--- config.mk ---
export PLATFORM = sky130hd
export DESIGN_NAME = mbxhs_mailbox_handshake
export DESIGN_NICKNAME = d
export VERILOG_FILES = /design/src/hdl/mbxhs_mailbox_handshake.v
export VERILOG_INCLUDE_DIRS = /design/src /design/src/hdl
export SDC_FILE = /design/constraint.sdc
export NUM_CORES = 1
export LEC_CHECK = 0
export ABC_AREA = 1
export BUFFER_PORTS_ARGS = -buffer_cell sky130_fd_sc_hd__buf_2
export CAP_MARGIN = 25
export CELL_PAD_IN_SITES_DETAIL_PLACEMENT = 1
export CELL_PAD_IN_SITES_GLOBAL_PLACEMENT = 2
export CORE_ASPECT_RATIO = 2
export CORE_MARGIN = 5
export CORE_UTILIZATION = 32
export CTS_CLUSTER_DIAMETER = 80
export DETAILED_ROUTE_END_ITERATION = 8
export PLACE_DENSITY = 0.77
export SYNTH_ARGS = -nofsm -noshare
export SYNTH_HDL_FRONTEND = slang
export SYNTH_SLANG_ARGS = --single-unit
--- constraint.sdc ---
create_clock -name clk_sys -period 2.1 [get_ports clk_sys]
set_input_delay 0.42 -clock clk_sys [delete_from_list [all_inputs] [get_ports clk_sys]]
set_output_delay 0.42 -clock clk_sys [all_outputs]
set_load 0.01 [all_outputs]
--- src/hdl/mbxhs_defines.vh ---
/*
 mailbox handshake flow control: register offsets, field layout and reset values.
 assumes it is included by bare name from the design file; definitions only.
*/
`ifndef MBXHS_DEFINES_VH
`define MBXHS_DEFINES_VH

// ***************************************************************
// register map (byte addresses; mailboxes and status on both avalon ports, cfg registers on the master port only)
// ***************************************************************
`define MBXHS_OFS_MBX_BASE   7'h00
`define MBXHS_OFS_STATUS     7'h40
`define MBXHS_OFS_CFG_ASSIGN 7'h44
`define MBXHS_OFS_CFG_ENABLE 7'h48
`define MBXHS_OFS_CFG_DIR    7'h4c

// ***************************************************************
// field layout
// ***************************************************************
`define MBXHS_MBX_SEL_BIT    6
`define MBXHS_IDX_MSB        5
`define MBXHS_IDX_LSB        2
`define MBXHS_ASSIGN_W       4
`define MBXHS_EN_COUPLE_BIT  8
`define MBXHS_BE_MSB_LANE    1
`define MBXHS_BE_LSB_LANE    0

// ***************************************************************
// reset values and crossing depth
// ***************************************************************
`define MBXHS_RST_DATA       16'h0000
`define MBXHS_RST_ASSIGN     32'h0000_0000
`define MBXHS_RST_ENABLE     8'h00
`define MBXHS_RST_DIR        16'h0000
`define MBXHS_RST_READ       32'h0000_0000
`define MBXHS_SYNC_STAGES    2

`endif

--- src/hdl/mbxhs_mailbox_handshake.v ---
/*
 mailbox handshake flow control: sixteen 16-bit mailboxes shared by a master
 and a slave processor, with eight handshake blocks that each guard one
 mailbox and flag data-ready / ready-to-write to both sides.
 assumes both processor buses are avalon-mm slaves on clk_sys, that reset is
 the power-on/brown-out reset and that master_reset and slave_reset come from
 on-chip reset logic on clk_sys.
*/
// The register addresses and the Avalon-MM slave port are this design's own decisions.
`include "mbxhs_defines.vh"
`timescale 1ns/1ps
`default_nettype none

module mbxhs_mailbox_handshake #(
   parameter NUM_BLOCKS = 8,
   parameter NUM_MBX    = 16
) (
   input  wire        clk_sys,
   input  wire        reset,
   input  wire        master_reset,
   input  wire        slave_reset,
   input  wire [6:0]  m_address,
   input  wire        m_read,
   input  wire        m_write,
   input  wire [3:0]  m_byteenable,
   input  wire [31:0] m_writedata,
   output reg  [31:0] m_readdata,
   output reg         m_waitrequest,
   input  wire [6:0]  s_address,
   input  wire        s_read,
   input  wire        s_write,
   input  wire [3:0]  s_byteenable,
   input  wire [31:0] s_writedata,
   output reg  [31:0] s_readdata,
   output reg         s_waitrequest,
   output reg  [7:0]  m_irq,
   output reg  [7:0]  s_irq,
   output reg         slave_reset_out
);

   // ***************************************************************
   // configuration (fuse-like, master side, cleared only by reset)
   // ***************************************************************
   reg  [31:0] handshake_assign_word;
   reg  [7:0]  handshake_enable_word;
   reg         master_slave_reset_coupling;
   reg  [15:0] mailbox_direction_word;   // bit n set: master transmits on mailbox n

   reg  [15:0] mailbox_data_reg [0:NUM_MBX-1];
   reg  [7:0]  tx_flag;
   reg  [7:0]  rx_flag;
   reg  [1:0]  set_pipe [0:NUM_BLOCKS-1];
   reg  [1:0]  clr_pipe [0:NUM_BLOCKS-1];

   wire        m_wr_go = m_write & ~m_waitrequest;
   wire        m_rd_go = m_read & ~m_waitrequest;
   wire        s_wr_go = s_write & ~s_waitrequest;
   wire        s_rd_go = s_read & ~s_waitrequest;
   wire        m_mbx   = ~m_address[`MBXHS_MBX_SEL_BIT];
   wire        s_mbx   = ~s_address[`MBXHS_MBX_SEL_BIT];
   wire [3:0]  m_idx   = m_address[`MBXHS_IDX_MSB:`MBXHS_IDX_LSB];
   wire [3:0]  s_idx   = s_address[`MBXHS_IDX_MSB:`MBXHS_IDX_LSB];
   wire        m_rst   = reset | master_reset;

   wire [7:0]  wr_ev;
   wire [7:0]  rd_ev;
   wire [7:0]  m_is_tx;
   wire [7:0]  m_view;
   wire [7:0]  s_view;

   // picks the 4-bit mailbox selection of one block
   function [3:0] block_sel;
      input [31:0] word;
      input [2:0]  blk;
      begin
         block_sel = word[blk*4 +: 4];
      end
   endfunction

   // byte-lane merge of a write into a 16-bit mailbox
   function [15:0] lane_merge;
      input [15:0] old;
      input [15:0] wdata;
      input [1:0]  be;
      begin
         lane_merge = {be[1] ? wdata[15:8] : old[15:8],
                       be[0] ? wdata[7:0]  : old[7:0]};
      end
   endfunction

   // ***************************************************************
   // handshake blocks
   // ***************************************************************
   genvar gb;
   generate
      for (gb = 0; gb < NUM_BLOCKS; gb = gb + 1) begin : g_blk
         localparam [2:0] BLK = gb;
         wire [3:0] sel  = block_sel(handshake_assign_word, BLK);
         wire       en   = handshake_enable_word[gb];
         wire       mtx  = mailbox_direction_word[sel];
         wire       m_hit = m_mbx & (m_idx == sel) & m_byteenable[`MBXHS_BE_MSB_LANE];
         wire       s_hit = s_mbx & (s_idx == sel) & s_byteenable[`MBXHS_BE_MSB_LANE];

         assign m_is_tx[gb] = mtx;
         // transmitter write, word or high byte only
         assign wr_ev[gb] = en & (mtx ? (m_wr_go & m_hit) : (s_wr_go & s_hit));
         // receiver read, effective only while its flag is set
         assign rd_ev[gb] = en & rx_flag[gb] &
                            (mtx ? (s_rd_go & s_hit) : (m_rd_go & m_hit));
         assign m_view[gb] = mtx ? tx_flag[gb] : rx_flag[gb];
         assign s_view[gb] = mtx ? rx_flag[gb] : tx_flag[gb];

         // slave_reset is deliberately absent here
         always @(posedge clk_sys) begin
            if (m_rst || !en) begin
               tx_flag[gb]  <= 1'b0;
               rx_flag[gb]  <= 1'b0;
               set_pipe[gb] <= 2'h0;
               clr_pipe[gb] <= 2'h0;
            end else begin
               set_pipe[gb] <= {set_pipe[gb][0], wr_ev[gb]};
               clr_pipe[gb] <= {clr_pipe[gb][0], rd_ev[gb]};
               if (wr_ev[gb])
                  tx_flag[gb] <= 1'b1;
               else if (clr_pipe[gb][1])
                  tx_flag[gb] <= 1'b0;
               if (set_pipe[gb][1])
                  rx_flag[gb] <= 1'b1;
               else if (rd_ev[gb])
                  rx_flag[gb] <= 1'b0;
            end
         end

         always @(posedge clk_sys) begin
            if (m_rst) begin
               m_irq[gb] <= 1'b0;
               s_irq[gb] <= 1'b0;
            end else begin
               // receiver gets ready-to-read, transmitter ready-to-write
               m_irq[gb] <= en & (mtx ? clr_pipe[gb][1] : set_pipe[gb][1]);
               s_irq[gb] <= en & (mtx ? set_pipe[gb][1] : clr_pipe[gb][1]);
            end
         end
      end
   endgenerate

   // ***************************************************************
   // mailbox storage: only the transmitting side may write a mailbox
   // ***************************************************************
   genvar gm;
   generate
      for (gm = 0; gm < NUM_MBX; gm = gm + 1) begin : g_mbx
         always @(posedge clk_sys) begin
            if (reset)
               mailbox_data_reg[gm] <= `MBXHS_RST_DATA;
            else if (m_wr_go && m_mbx && m_idx == gm && mailbox_direction_word[gm])
               mailbox_data_reg[gm] <= lane_merge(mailbox_data_reg[gm], m_writedata[15:0],
                                                  m_byteenable[1:0]);
            else if (s_wr_go && s_mbx && s_idx == gm && !mailbox_direction_word[gm])
               mailbox_data_reg[gm] <= lane_merge(mailbox_data_reg[gm], s_writedata[15:0],
                                                  s_byteenable[1:0]);
         end
      end
   endgenerate

   // ***************************************************************
   // configuration registers (master bus)
   // ***************************************************************
   always @(posedge clk_sys) begin
      if (reset) begin
         handshake_assign_word       <= `MBXHS_RST_ASSIGN;
         handshake_enable_word       <= `MBXHS_RST_ENABLE;
         master_slave_reset_coupling <= 1'b0;
         mailbox_direction_word      <= `MBXHS_RST_DIR;
      end else if (m_wr_go) begin
         case (m_address)
            `MBXHS_OFS_CFG_ASSIGN: begin
               handshake_assign_word <= m_writedata;
            end
            `MBXHS_OFS_CFG_ENABLE: begin
               handshake_enable_word       <= m_writedata[7:0];
               master_slave_reset_coupling <= m_writedata[`MBXHS_EN_COUPLE_BIT];
            end
            `MBXHS_OFS_CFG_DIR: begin
               mailbox_direction_word <= m_writedata[15:0];
            end
            default: begin
            end
         endcase
      end
   end

   // coupled resets carry a master reset into the slave
   always @(posedge clk_sys) begin
      if (reset)
         slave_reset_out <= 1'b1;
      else
         slave_reset_out <= master_reset & master_slave_reset_coupling;
   end

   // ***************************************************************
   // avalon answer: one wait cycle, then the request is taken
   // ***************************************************************
   always @(posedge clk_sys) begin
      if (m_rst) begin
         m_waitrequest <= 1'b1;
         m_readdata    <= `MBXHS_RST_READ;
      end else begin
         m_waitrequest <= ~((m_read | m_write) & m_waitrequest);
         if (m_read && m_waitrequest) begin
            if (m_mbx)
               m_readdata <= {16'h0000, mailbox_data_reg[m_idx]};
            else
               case (m_address)
                  `MBXHS_OFS_STATUS:     m_readdata <= {24'h000000, m_view};
                  `MBXHS_OFS_CFG_ASSIGN: m_readdata <= handshake_assign_word;
                  `MBXHS_OFS_CFG_ENABLE: m_readdata <= {23'h000000, master_slave_reset_coupling,
                                                         handshake_enable_word};
                  `MBXHS_OFS_CFG_DIR:    m_readdata <= {16'h0000, mailbox_direction_word};
                  default:               m_readdata <= `MBXHS_RST_READ;
               endcase
         end
      end
   end

   always @(posedge clk_sys) begin
      if (reset || slave_reset) begin
         s_waitrequest <= 1'b1;
         s_readdata    <= `MBXHS_RST_READ;
      end else begin
         s_waitrequest <= ~((s_read | s_write) & s_waitrequest);
         if (s_read && s_waitrequest) begin
            if (s_mbx)
               s_readdata <= {16'h0000, mailbox_data_reg[s_idx]};
            else if (s_address == `MBXHS_OFS_STATUS)
               s_readdata <= {24'h000000, s_view};
            else
               s_readdata <= `MBXHS_RST_READ;
         end
      end
   end

endmodule

`default_nettype wire

## Word level (Yosys, flattened, before mapping)

Memory sizes are Yosys's and may differ from the RTL's.
Index checks and enable logic that the tools add are counted.
Widths: inputs -> output; s select.

- Register bits after elaboration: 156
- Memory bits (writable): 288
- Output and inout port bits: 83
- Word-level logic and storage cells: 935
- Memories kept: 3

Memories:

| name | words | bits a word | rd ports | clocked after Yosys merged registers in | write ports | line | RTL |
|---|---|---|---|---|---|---|---|
| mailbox_data_reg | 16 | 16 | 2 | 0 | 16 | mbxhs_mailbox_handshake.v:49 | `reg [15:0] mailbox_data_reg [0:NUM_MBX-1];` |
| clr_pipe | 8 | 2 | 8 | 0 | 8 | mbxhs_mailbox_handshake.v:53 | `reg [1:0] clr_pipe [0:NUM_BLOCKS-1];` |
| set_pipe | 8 | 2 | 8 | 0 | 8 | mbxhs_mailbox_handshake.v:52 | `reg [1:0] set_pipe [0:NUM_BLOCKS-1];` |

- Magnitude comparators: 8
- Equal/unequal tests: 115
- Multiplexer cells: 382
- Bitwise logic cells: 200
- Reduce and logical (&&, ||, !) cells: 186

Operators by type and width:

| kind | count |
|---|---|
| $mux 8 | 129 |
| $mux 1 | 226 |
| $reduce_and 2->1 | 67 |
| $pmux 32 s4 | 1 |
| $and 1x1->1 | 111 |
| $or 1x1->1 | 83 |
| $logic_and 1x1->1 | 68 |
| $eq 4x4->1 | 16 |
| $eq 4x4->1 const B | 16 |
| $ne 1x1->1 const B | 64 |
| $lt 4x5->1 const B | 8 |
| $eq 7x7->1 const B | 5 |
| $bmux 1 s4 | 8 |
| $eq 4x3->1 const B | 8 |
| $mux 2 | 16 |
| $mux 32 | 1 |
| $reduce_bool 2->1 | 16 |
| $logic_not 1->1 | 24 |
| $eq 4x2->1 const B | 4 |
| $mux 16 | 1 |
| $logic_or 1x1->1 | 9 |
| $eq 4x1->1 const B | 2 |
| $logic_not 4->1 | 2 |
| $not 1->1 | 6 |

## Depth between registers and ports, before layout

Gate-level depths: netlist of run 1.

- Depth in word-level cells: 11
- Depth in mapped cells: 15
- Mapped depth without buffers: 13

## Worst setup path before layout of run 1

OpenSTA, ideal clock, no wires.

- Kind: input to register
- From: in s_address[3]
- To: mem mailbox_data_reg[0][0] (enable)
- Library setup time: 0.337 ns
- Arrival: 1.830 ns
- Data required time: 1.763 ns
- Setup slack: -0.067 ns
- Stages: 8
- Path buffers: 3
- Cells stage by stage: buf_2 > nor2_1 > buf_2 > buf_2 > nand2_1 > nor2_1 > nand3_1 > nand3_1

RTL lines:

| item | line | RTL |
|---|---|---|
| start: declaration | mbxhs_mailbox_handshake.v:29 | `input wire [6:0] s_address,` |
| end: declaration | mbxhs_mailbox_handshake.v:49 |  |

==> results of run 1 <==
==> worst max path at each step <==
stage / startpoint / to
2_1_floorplan: s_address[3] / mailbox_data_reg[4][0]
3_3_place_gp: m_address[5] / mailbox_data_reg[11][7]
3_5_place_dp: m_address[5] / mailbox_data_reg[11][7]
4_1_cts: m_waitrequest / mailbox_data_reg[11][7]
5_1_grt: m_waitrequest / mailbox_data_reg[2][3]
6_report: m_waitrequest / mailbox_data_reg[12][5]
==> metal layers <==
layer | vias up | share of wire
li1 | 11500 | -
met4 | 2 | 0.13
met3 | 558 | 0.050
met2 | 1182 | 0.51
met1 | 12700 | 0.32
met5 | - | 0.000053
==> cell type report <==
class | instances | area, um^2 | area share
inverter | 240 | 901 | 0.0296
clock buffer | 54 | 1190 | 0.0392
clock inverter | 25 | 398 | 0.0131
tap | 916 | 1150 | 0.0377
sequential | 428 | 11100 | 0.366
antenna | 2 | 5.00 | 0.000165
multi-input combinational | 2159 | 10700 | 0.351
timing repair buffer | 604 | 4950 | 0.163
==> stage by stage <==
stage | util | setup slack [ns] | cells | TNS [ns] | total power, mW
finish | 0.423 | -0.0133 | 4428 | -0.0588 | 20.8
global route | 0.423 | -0.0359 | 4426 | -1.27 | 21.3
CTS | 0.420 | -0.0118 | 4423 | -0.0678 | 20.9
detailed placement | 0.397 | -0.556 | 4339 | -135.39 | 11.9
global placement | 0.397 | -0.575 | 4339 | -122.27 | 11.9
floorplan | - | -0.0526 | 3018 | -1.17 | 10.4
==> worst min-delay path: cells and delay by family <==
family                 cells  cell delay (ns)
buffers and inverters      1             0.08
AOI/OAI and AO/OA          1             0.08
and+or+nand+nor            1             0.05
==> timing repair <==
action | CTS | global route
resized for setup | 17 | 45
setup endpoints to repair | 192 | 254
hold buffers | 2 | 0
pin swaps | 2 | 4
gates cloned | 0 | 0
buffers inserted | 3 | 3
hold endpoints to repair | 1 | 0
==> power groups by stage <==
stage                     logic [mW]  clock network, mW  registers [mW]
after floorplan                 1.06                  0            9.35
after global placement          2.50                  0            9.39
after detailed placement        2.53                  0            9.40
after CTS                       2.55               9.13            9.22
after global routing            2.71               9.38            9.23
final                           2.62               8.99            9.22
==> logic make-up after synthesis <==
| logic type | Yosys count | share of synthesized area |
|---|---|---|
| xor+xnor | 6 | 0.00227 |
| flops | 428 | 0.480 |
| buf+inv | 431 | 0.0736 |
| simple gates | 1387 | 0.250 |
| other cells | 1 | 0.000162 |
| compound gates | 750 | 0.194 |
==> layout by cell type, fill, tap and decap left out, types with 16 or more instances in the layout <==
| cell | n |
|---|---|
| buf_4 | 392 |
| conb_1 | 16 |
| o21ai_0 | 175 |
| nand2_1 | 843 |
| inv_1 | 194 |
| edfxtp_1 | 256 |
| a22oi_1 | 128 |
| nand4_1 | 41 |
| nand3_2 | 18 |
| clkinv_1 | 35 |
| nor2_1 | 152 |
| nor3_1 | 20 |
| o22ai_1 | 264 |
| buf_2 | 140 |
| buf_12 | 57 |
| clkbuf_16 | 46 |
| a21oi_1 | 147 |
| dfxtp_1 | 171 |
| nand3_1 | 270 |
==> flow_metrics.env, run 1 <==
export IMPL_crit_chain="nor2_4 -> inv_2 -> nor3_4 -> nand2_2 -> buf_4 -> nor3_1 -> buf_4 -> nand2_1 -> buf_6 -> o22ai_1"
export IMPL_dpl_instance_area_um2=28500
export IMPL_crit_top_cell="buf_4"
export IMPL_fill_cells=8669
export IMPL_htreeDepth=2
export IMPL_seq_power_share=0.443
export IMPL_setup_viol=9
export IMPL_violations="negative setup slack"
export IMPL_worst_path_buf_inv=4
export IMPL_slowest_delay_ns=0.34
export IMPL_p_comb_frac=0.126
export IMPL_synth_cell_types=36
export IMPL_swShare=0.270
export IMPL_portBuffers=140
export IMPL_dp_hpwl_mm=102
export IMPL_synth_area_leaders="edfxtp_1 (33%), dfxtp_1 (15%), nand2_1 (14%)"
export IMPL_finalInstanceArea_um2=30400
export IMPL_cp_required_ns=2.54
export IMPL_ctsRootBufferMaster="clkbuf_16"
export IMPL_antenna_found_initial=3
export IMPL_min_period_ns=2.11
export IMPL_r2r_start="m_waitrequest"
export IMPL_grt_busiest_layer="met2"
export IMPL_netlist_area_um2=23200
export IMPL_first_iter_violations=2070
export IMPL_arrival_ns=2.55
export IMPL_vias_per_cell=5.87
export IMPL_gp_congestion=1.01
export IMPL_async_flop_share=0
export IMPL_wl_mm=132
export IMPL_grt_pass1_wl_mm=185
export IMPL_whs_endpoint="s_waitrequest"
export IMPL_synth_seq_cells=428
export IMPL_synth_ff_type="edfxtp_1"
export IMPL_critPathSlowestCell="dfxtp_2"
export IMPL_critPathCaptureType="register"
export IMPL_path_depth=10
export IMPL_cpLargestDelayFamily="simple AND/OR/NAND/NOR gates"
export IMPL_largest_reg_flops=256
export IMPL_yosysSeqAreaShare=0.480
export IMPL_hold_viol=0
export IMPL_relSlewSlack=0.606
export IMPL_min_path_cells=3
export IMPL_r2r_end="mailbox_data_reg[12][5]"
export IMPL_cts_tree="done"
export IMPL_min_from="slave_reset"
export IMPL_synth_edff_count=256
export IMPL_core_um2=71800
export IMPL_fin_skew_ns=0.0154
export IMPL_r2r_slack_ns=-0.01
export IMPL_fp_dieH_um=391
export IMPL_num_io_pins=177
export IMPL_slew_violations=0
export IMPL_cts_buffers=44
export IMPL_initial_core_util=0.323
export IMPL_grt_usage=0.323
export IMPL_status="complete, but fails checks"
export IMPL_met3_usage=0.0434
export IMPL_worst_slew_pin_slew_ns=0.590
export IMPL_timing_final_crit_share=1.01
export IMPL_cp_max_fo=8
export IMPL_cts_sinks=428
export IMPL_path_clk_slew_ns=0.06
export IMPL_fin_ws_ns=-0.0133
export IMPL_nets=3571
export IMPL_grt_start_max_net_pins=48
export IMPL_grt_pass1_vias=27500
export IMPL_max_cap_violations=0
export IMPL_synthCells=3003
export IMPL_irDropWorstVdd_mv=0.495
export IMPL_synth_most_common_cell="nand2_1"
export IMPL_clock_path_buffers=3
export IMPL_route_detailed_drc=0
export IMPL_holdWs_ns=0.0485
export IMPL_power_density_nw_per_um2=685
export IMPL_critPathKind="register to register"
export IMPL_ys_top_cells_by_count="nand2_1 (853), nand3_1 (292), o22ai_1 (267), edfxtp_1 (256), inv_1 (194)"
export IMPL_hp_class="input pin to register"
export IMPL_wl_per_cell_um=29.7
export IMPL_ant_nets=0
export IMPL_dieArea_um2=78300
export IMPL_intPower_mw=15.2
export IMPL_drt_pass1_iter_count=8
export IMPL_met2_usage=0.591
export IMPL_die_x_um=200
export IMPL_use_met1=0.299
export IMPL_insertion_delay_ns=0.62
export IMPL_avgSynthCellArea_um2=7.72
export IMPL_clkPwrFrac=0.432
export IMPL_overflow=0
export IMPL_yosysTopAreaCellShare=0.331
export IMPL_cp_start_kind="register"
export IMPL_switchingPower_mw=5.62
export IMPL_synth_top_area_cell="edfxtp_1"
export IMPL_r2r_cells=10
export IMPL_yosysWarningCount=0
export IMPL_syn_to_final_growth_pct=31.1
export IMPL_fmax_mhz=473
export IMPL_num_vias=26000
export IMPL_drive_above_1_share=0.214
export IMPL_leakage_nw=12.8
export IMPL_fp_row_count=139
Note: power is estimated with default switching activity, not from simulation.
==> run 2: changes to the inputs <==
--- a/config.mk
+++ b/config.mk
@@ -13,10 +13,11 @@
 export CELL_PAD_IN_SITES_GLOBAL_PLACEMENT = 2
 export CORE_ASPECT_RATIO = 2
 export CORE_MARGIN = 5
-export CORE_UTILIZATION = 32
+export CORE_UTILIZATION = 36
 export CTS_CLUSTER_DIAMETER = 80
 export DETAILED_ROUTE_END_ITERATION = 8
-export PLACE_DENSITY = 0.77
+export PLACE_DENSITY = 0.81
+export RECOVER_POWER = 100
 export SYNTH_ARGS = -nofsm -noshare
 export SYNTH_HDL_FRONTEND = slang
 export SYNTH_SLANG_ARGS = --single-unit
==> constraint.sdc (replaced) <==
create_clock -name clk_sys -period 2.11 [get_ports clk_sys]
set_input_delay 0.422 -clock clk_sys [delete_from_list [all_inputs] [get_ports clk_sys]]
set_output_delay 0.422 -clock clk_sys [all_outputs]
set_load 0.01 [all_outputs]
==> run 2 against run 1 <==
  * Die area down 11%
  * Power down 7.3%
  * The flow now finishes without violations
  * Via count down 1.9%
  * Global-route usage up 0.58 points
  * Combinational power down 9.9%
  * Critical path depth unchanged
  * Design area down 5.2%
  * Sequential cell count unchanged
  * Critical path type unchanged
  * Setup slack better by 0.091 ns
  * Clock power down 13%
==> flow_metrics.env, run 2 (synthesized netlist as in run 1, its figures left out) <==
export IMPL_status="finished clean"
export IMPL_clock_path_buffers=3
export IMPL_dieArea_um2=69900
export IMPL_grt_pass1_wl_mm=171
export IMPL_fin_setup_tns_ns=0
export IMPL_power_density_nw_per_um2=670
export IMPL_fill_cells=7901
export IMPL_mostFrequentLayoutCells="nand2_1 (850), buf_4 (300), nand3_1 (283)"
export IMPL_grt_start_max_net_pins=46
export IMPL_fin_ws_ns=0.0772
export IMPL_cp_required_ns=2.44
export IMPL_multi_input_area_um2=10500
export IMPL_first_iter_violations=1861
export IMPL_cts_buffers=41
export IMPL_fin_skew_ns=0.0398
export IMPL_min_period_ns=2.03
export IMPL_portBuffers=140
export IMPL_fp_row_count=131
export IMPL_place_inst=4175
export IMPL_drt_pass1_iter_count=5
export IMPL_slew_violations=0
export IMPL_stdcell_count=4252
export IMPL_nets=3514
export IMPL_fp_dieH_um=369
export IMPL_p_total_mw=19.3
export IMPL_fmax_mhz=492
export IMPL_relSlewSlack=0.488
export IMPL_layout_commonest_cell="nand2_1"
export IMPL_grt_pass1_vias=26700
export IMPL_setup_viol=0
export IMPL_grt_usage=0.329
export IMPL_irDropWorstVdd_mv=0.690
export IMPL_worst_slew_pin_slew_ns=0.768
export IMPL_hold_viol=0
export IMPL_wl_per_cell_um=28.1
export IMPL_critPathCaptureType="register"
export IMPL_finalInstanceArea_um2=28800
export IMPL_timing_final_crit_share=0.963
export IMPL_leakage_nw=11.8
export IMPL_cp_max_fo=5
export IMPL_gp_congestion=1.02
export IMPL_ctsRootBufferMaster="clkbuf_16"
export IMPL_ant_nets=0
export IMPL_cts_sinks=428
export IMPL_cts_tree="done"
export IMPL_arrival_ns=2.36
export IMPL_syn_to_final_growth_pct=24.3
export IMPL_max_cap_violations=0
export IMPL_num_vias=25500
export IMPL_hp_class="input pin to register"
export IMPL_die_x_um=189
export IMPL_htreeDepth=2
export IMPL_dpl_instance_area_um2=27900
export IMPL_dp_hpwl_mm=92.9
export IMPL_pre_cts_slack_ns=-0.362
export IMPL_route_detailed_drc=0
export IMPL_core_um2=63900
export IMPL_overflow=0
export IMPL_initial_core_util=0.363
export IMPL_rsz0062_at_grt="false"
export IMPL_post_cts_buffers=0
export IMPL_cp_start_kind="register"
export IMPL_largest_reg_flops=256
export IMPL_critPathKind="register to register"
export IMPL_antenna_found_initial=3
export IMPL_drive_above_1_share=0.165
export IMPL_insertion_delay_ns=0.61
export IMPL_path_clk_slew_ns=0.07
export IMPL_vias_per_cell=5.99
export IMPL_wl_mm=120
export IMPL_num_io_pins=177
export IMPL_layout_area_seq_um2=11100
-- run 2: cell count changes in the layout (fill, tap and decap cells not counted), sizes merged --
cell,before,now
buf,602,412
bufinv,10,3
clkbuf,54,192
clkinv,38,41
clkinvlp,3,6
dlygate4sd3,2,0
inv,214,211
-- run 2: worst paths after layout --
kind	startpoint	endpoint	slack [ns]	cells after the start
setup / recovery	m_waitrequest	mailbox_data_reg[8][9]	0.08	10
hold / removal	slave_reset	s_waitrequest	0.06	3
setup reg to reg	m_waitrequest	mailbox_data_reg[8][9]	0.08	10
hold reg to reg	clr_pipe[1][2]	clr_pipe[1][3]	0.41	2
-- run 2: layer usage --
metal / global-route usage / vias up / routed length (um)
met2: 0.608 / 1160 / 61400
met4: 0.275 / 0 / 12900
met1: 0.318 / 12500 / 39000
met5: 0 / - / 0
met3: 0.0430 / 505 / 6400
li1: - / 11400 / -
-- run 2: power by group --
part | switching, mW | internal (mW) | leakage (nW)
clock network | 3.59 | 4.18 | 0.647
registers | 0.139 | 9.03 | 4.02
logic | 1.64 | 0.727 | 7.11
total | 5.37 | 13.9 | 11.8
-- run 2: through the flow --
stage	utilization	hold WS, ns
global route	0.451	0.0441
detailed placement	0.437	0.404
CTS	0.458	0.0363
finish	0.451	0.0621
global placement	0.437	0.395
floorplan	-	0.394
-- run 2: timing repair --
action | 4_1_cts | 5_1_grt
resized for setup | 2 | 16
setup endpoints to repair | 22 | 91
hold buffers | 0 | 0
-- run 2: layout make-up --
| type | count | area share |
|---|---|---|
| clock inverter | 21 | 0.00807 |
| clock buffer | 54 | 0.0390 |
| sequential | 428 | 0.386 |
| timing repair buffer | 550 | 0.136 |
| tap | 798 | 0.0346 |
| inverter | 240 | 0.0313 |
| antenna | 2 | 0.000174 |
| multi-input combinational | 2159 | 0.364 |
-- run 2: worst max-delay path, cell delays in order, from the launching register on --
cell	delay [ns]
dfxtp_1	0.33
nor2_4	0.17
inv_2	0.08
nor3_4	0.19
buf_4	0.16
nand2_1	0.06
nor3_2	0.14
clkbuf_4	0.16
nand2_1	0.16
nand3_1	0.16
buf_4	0.16
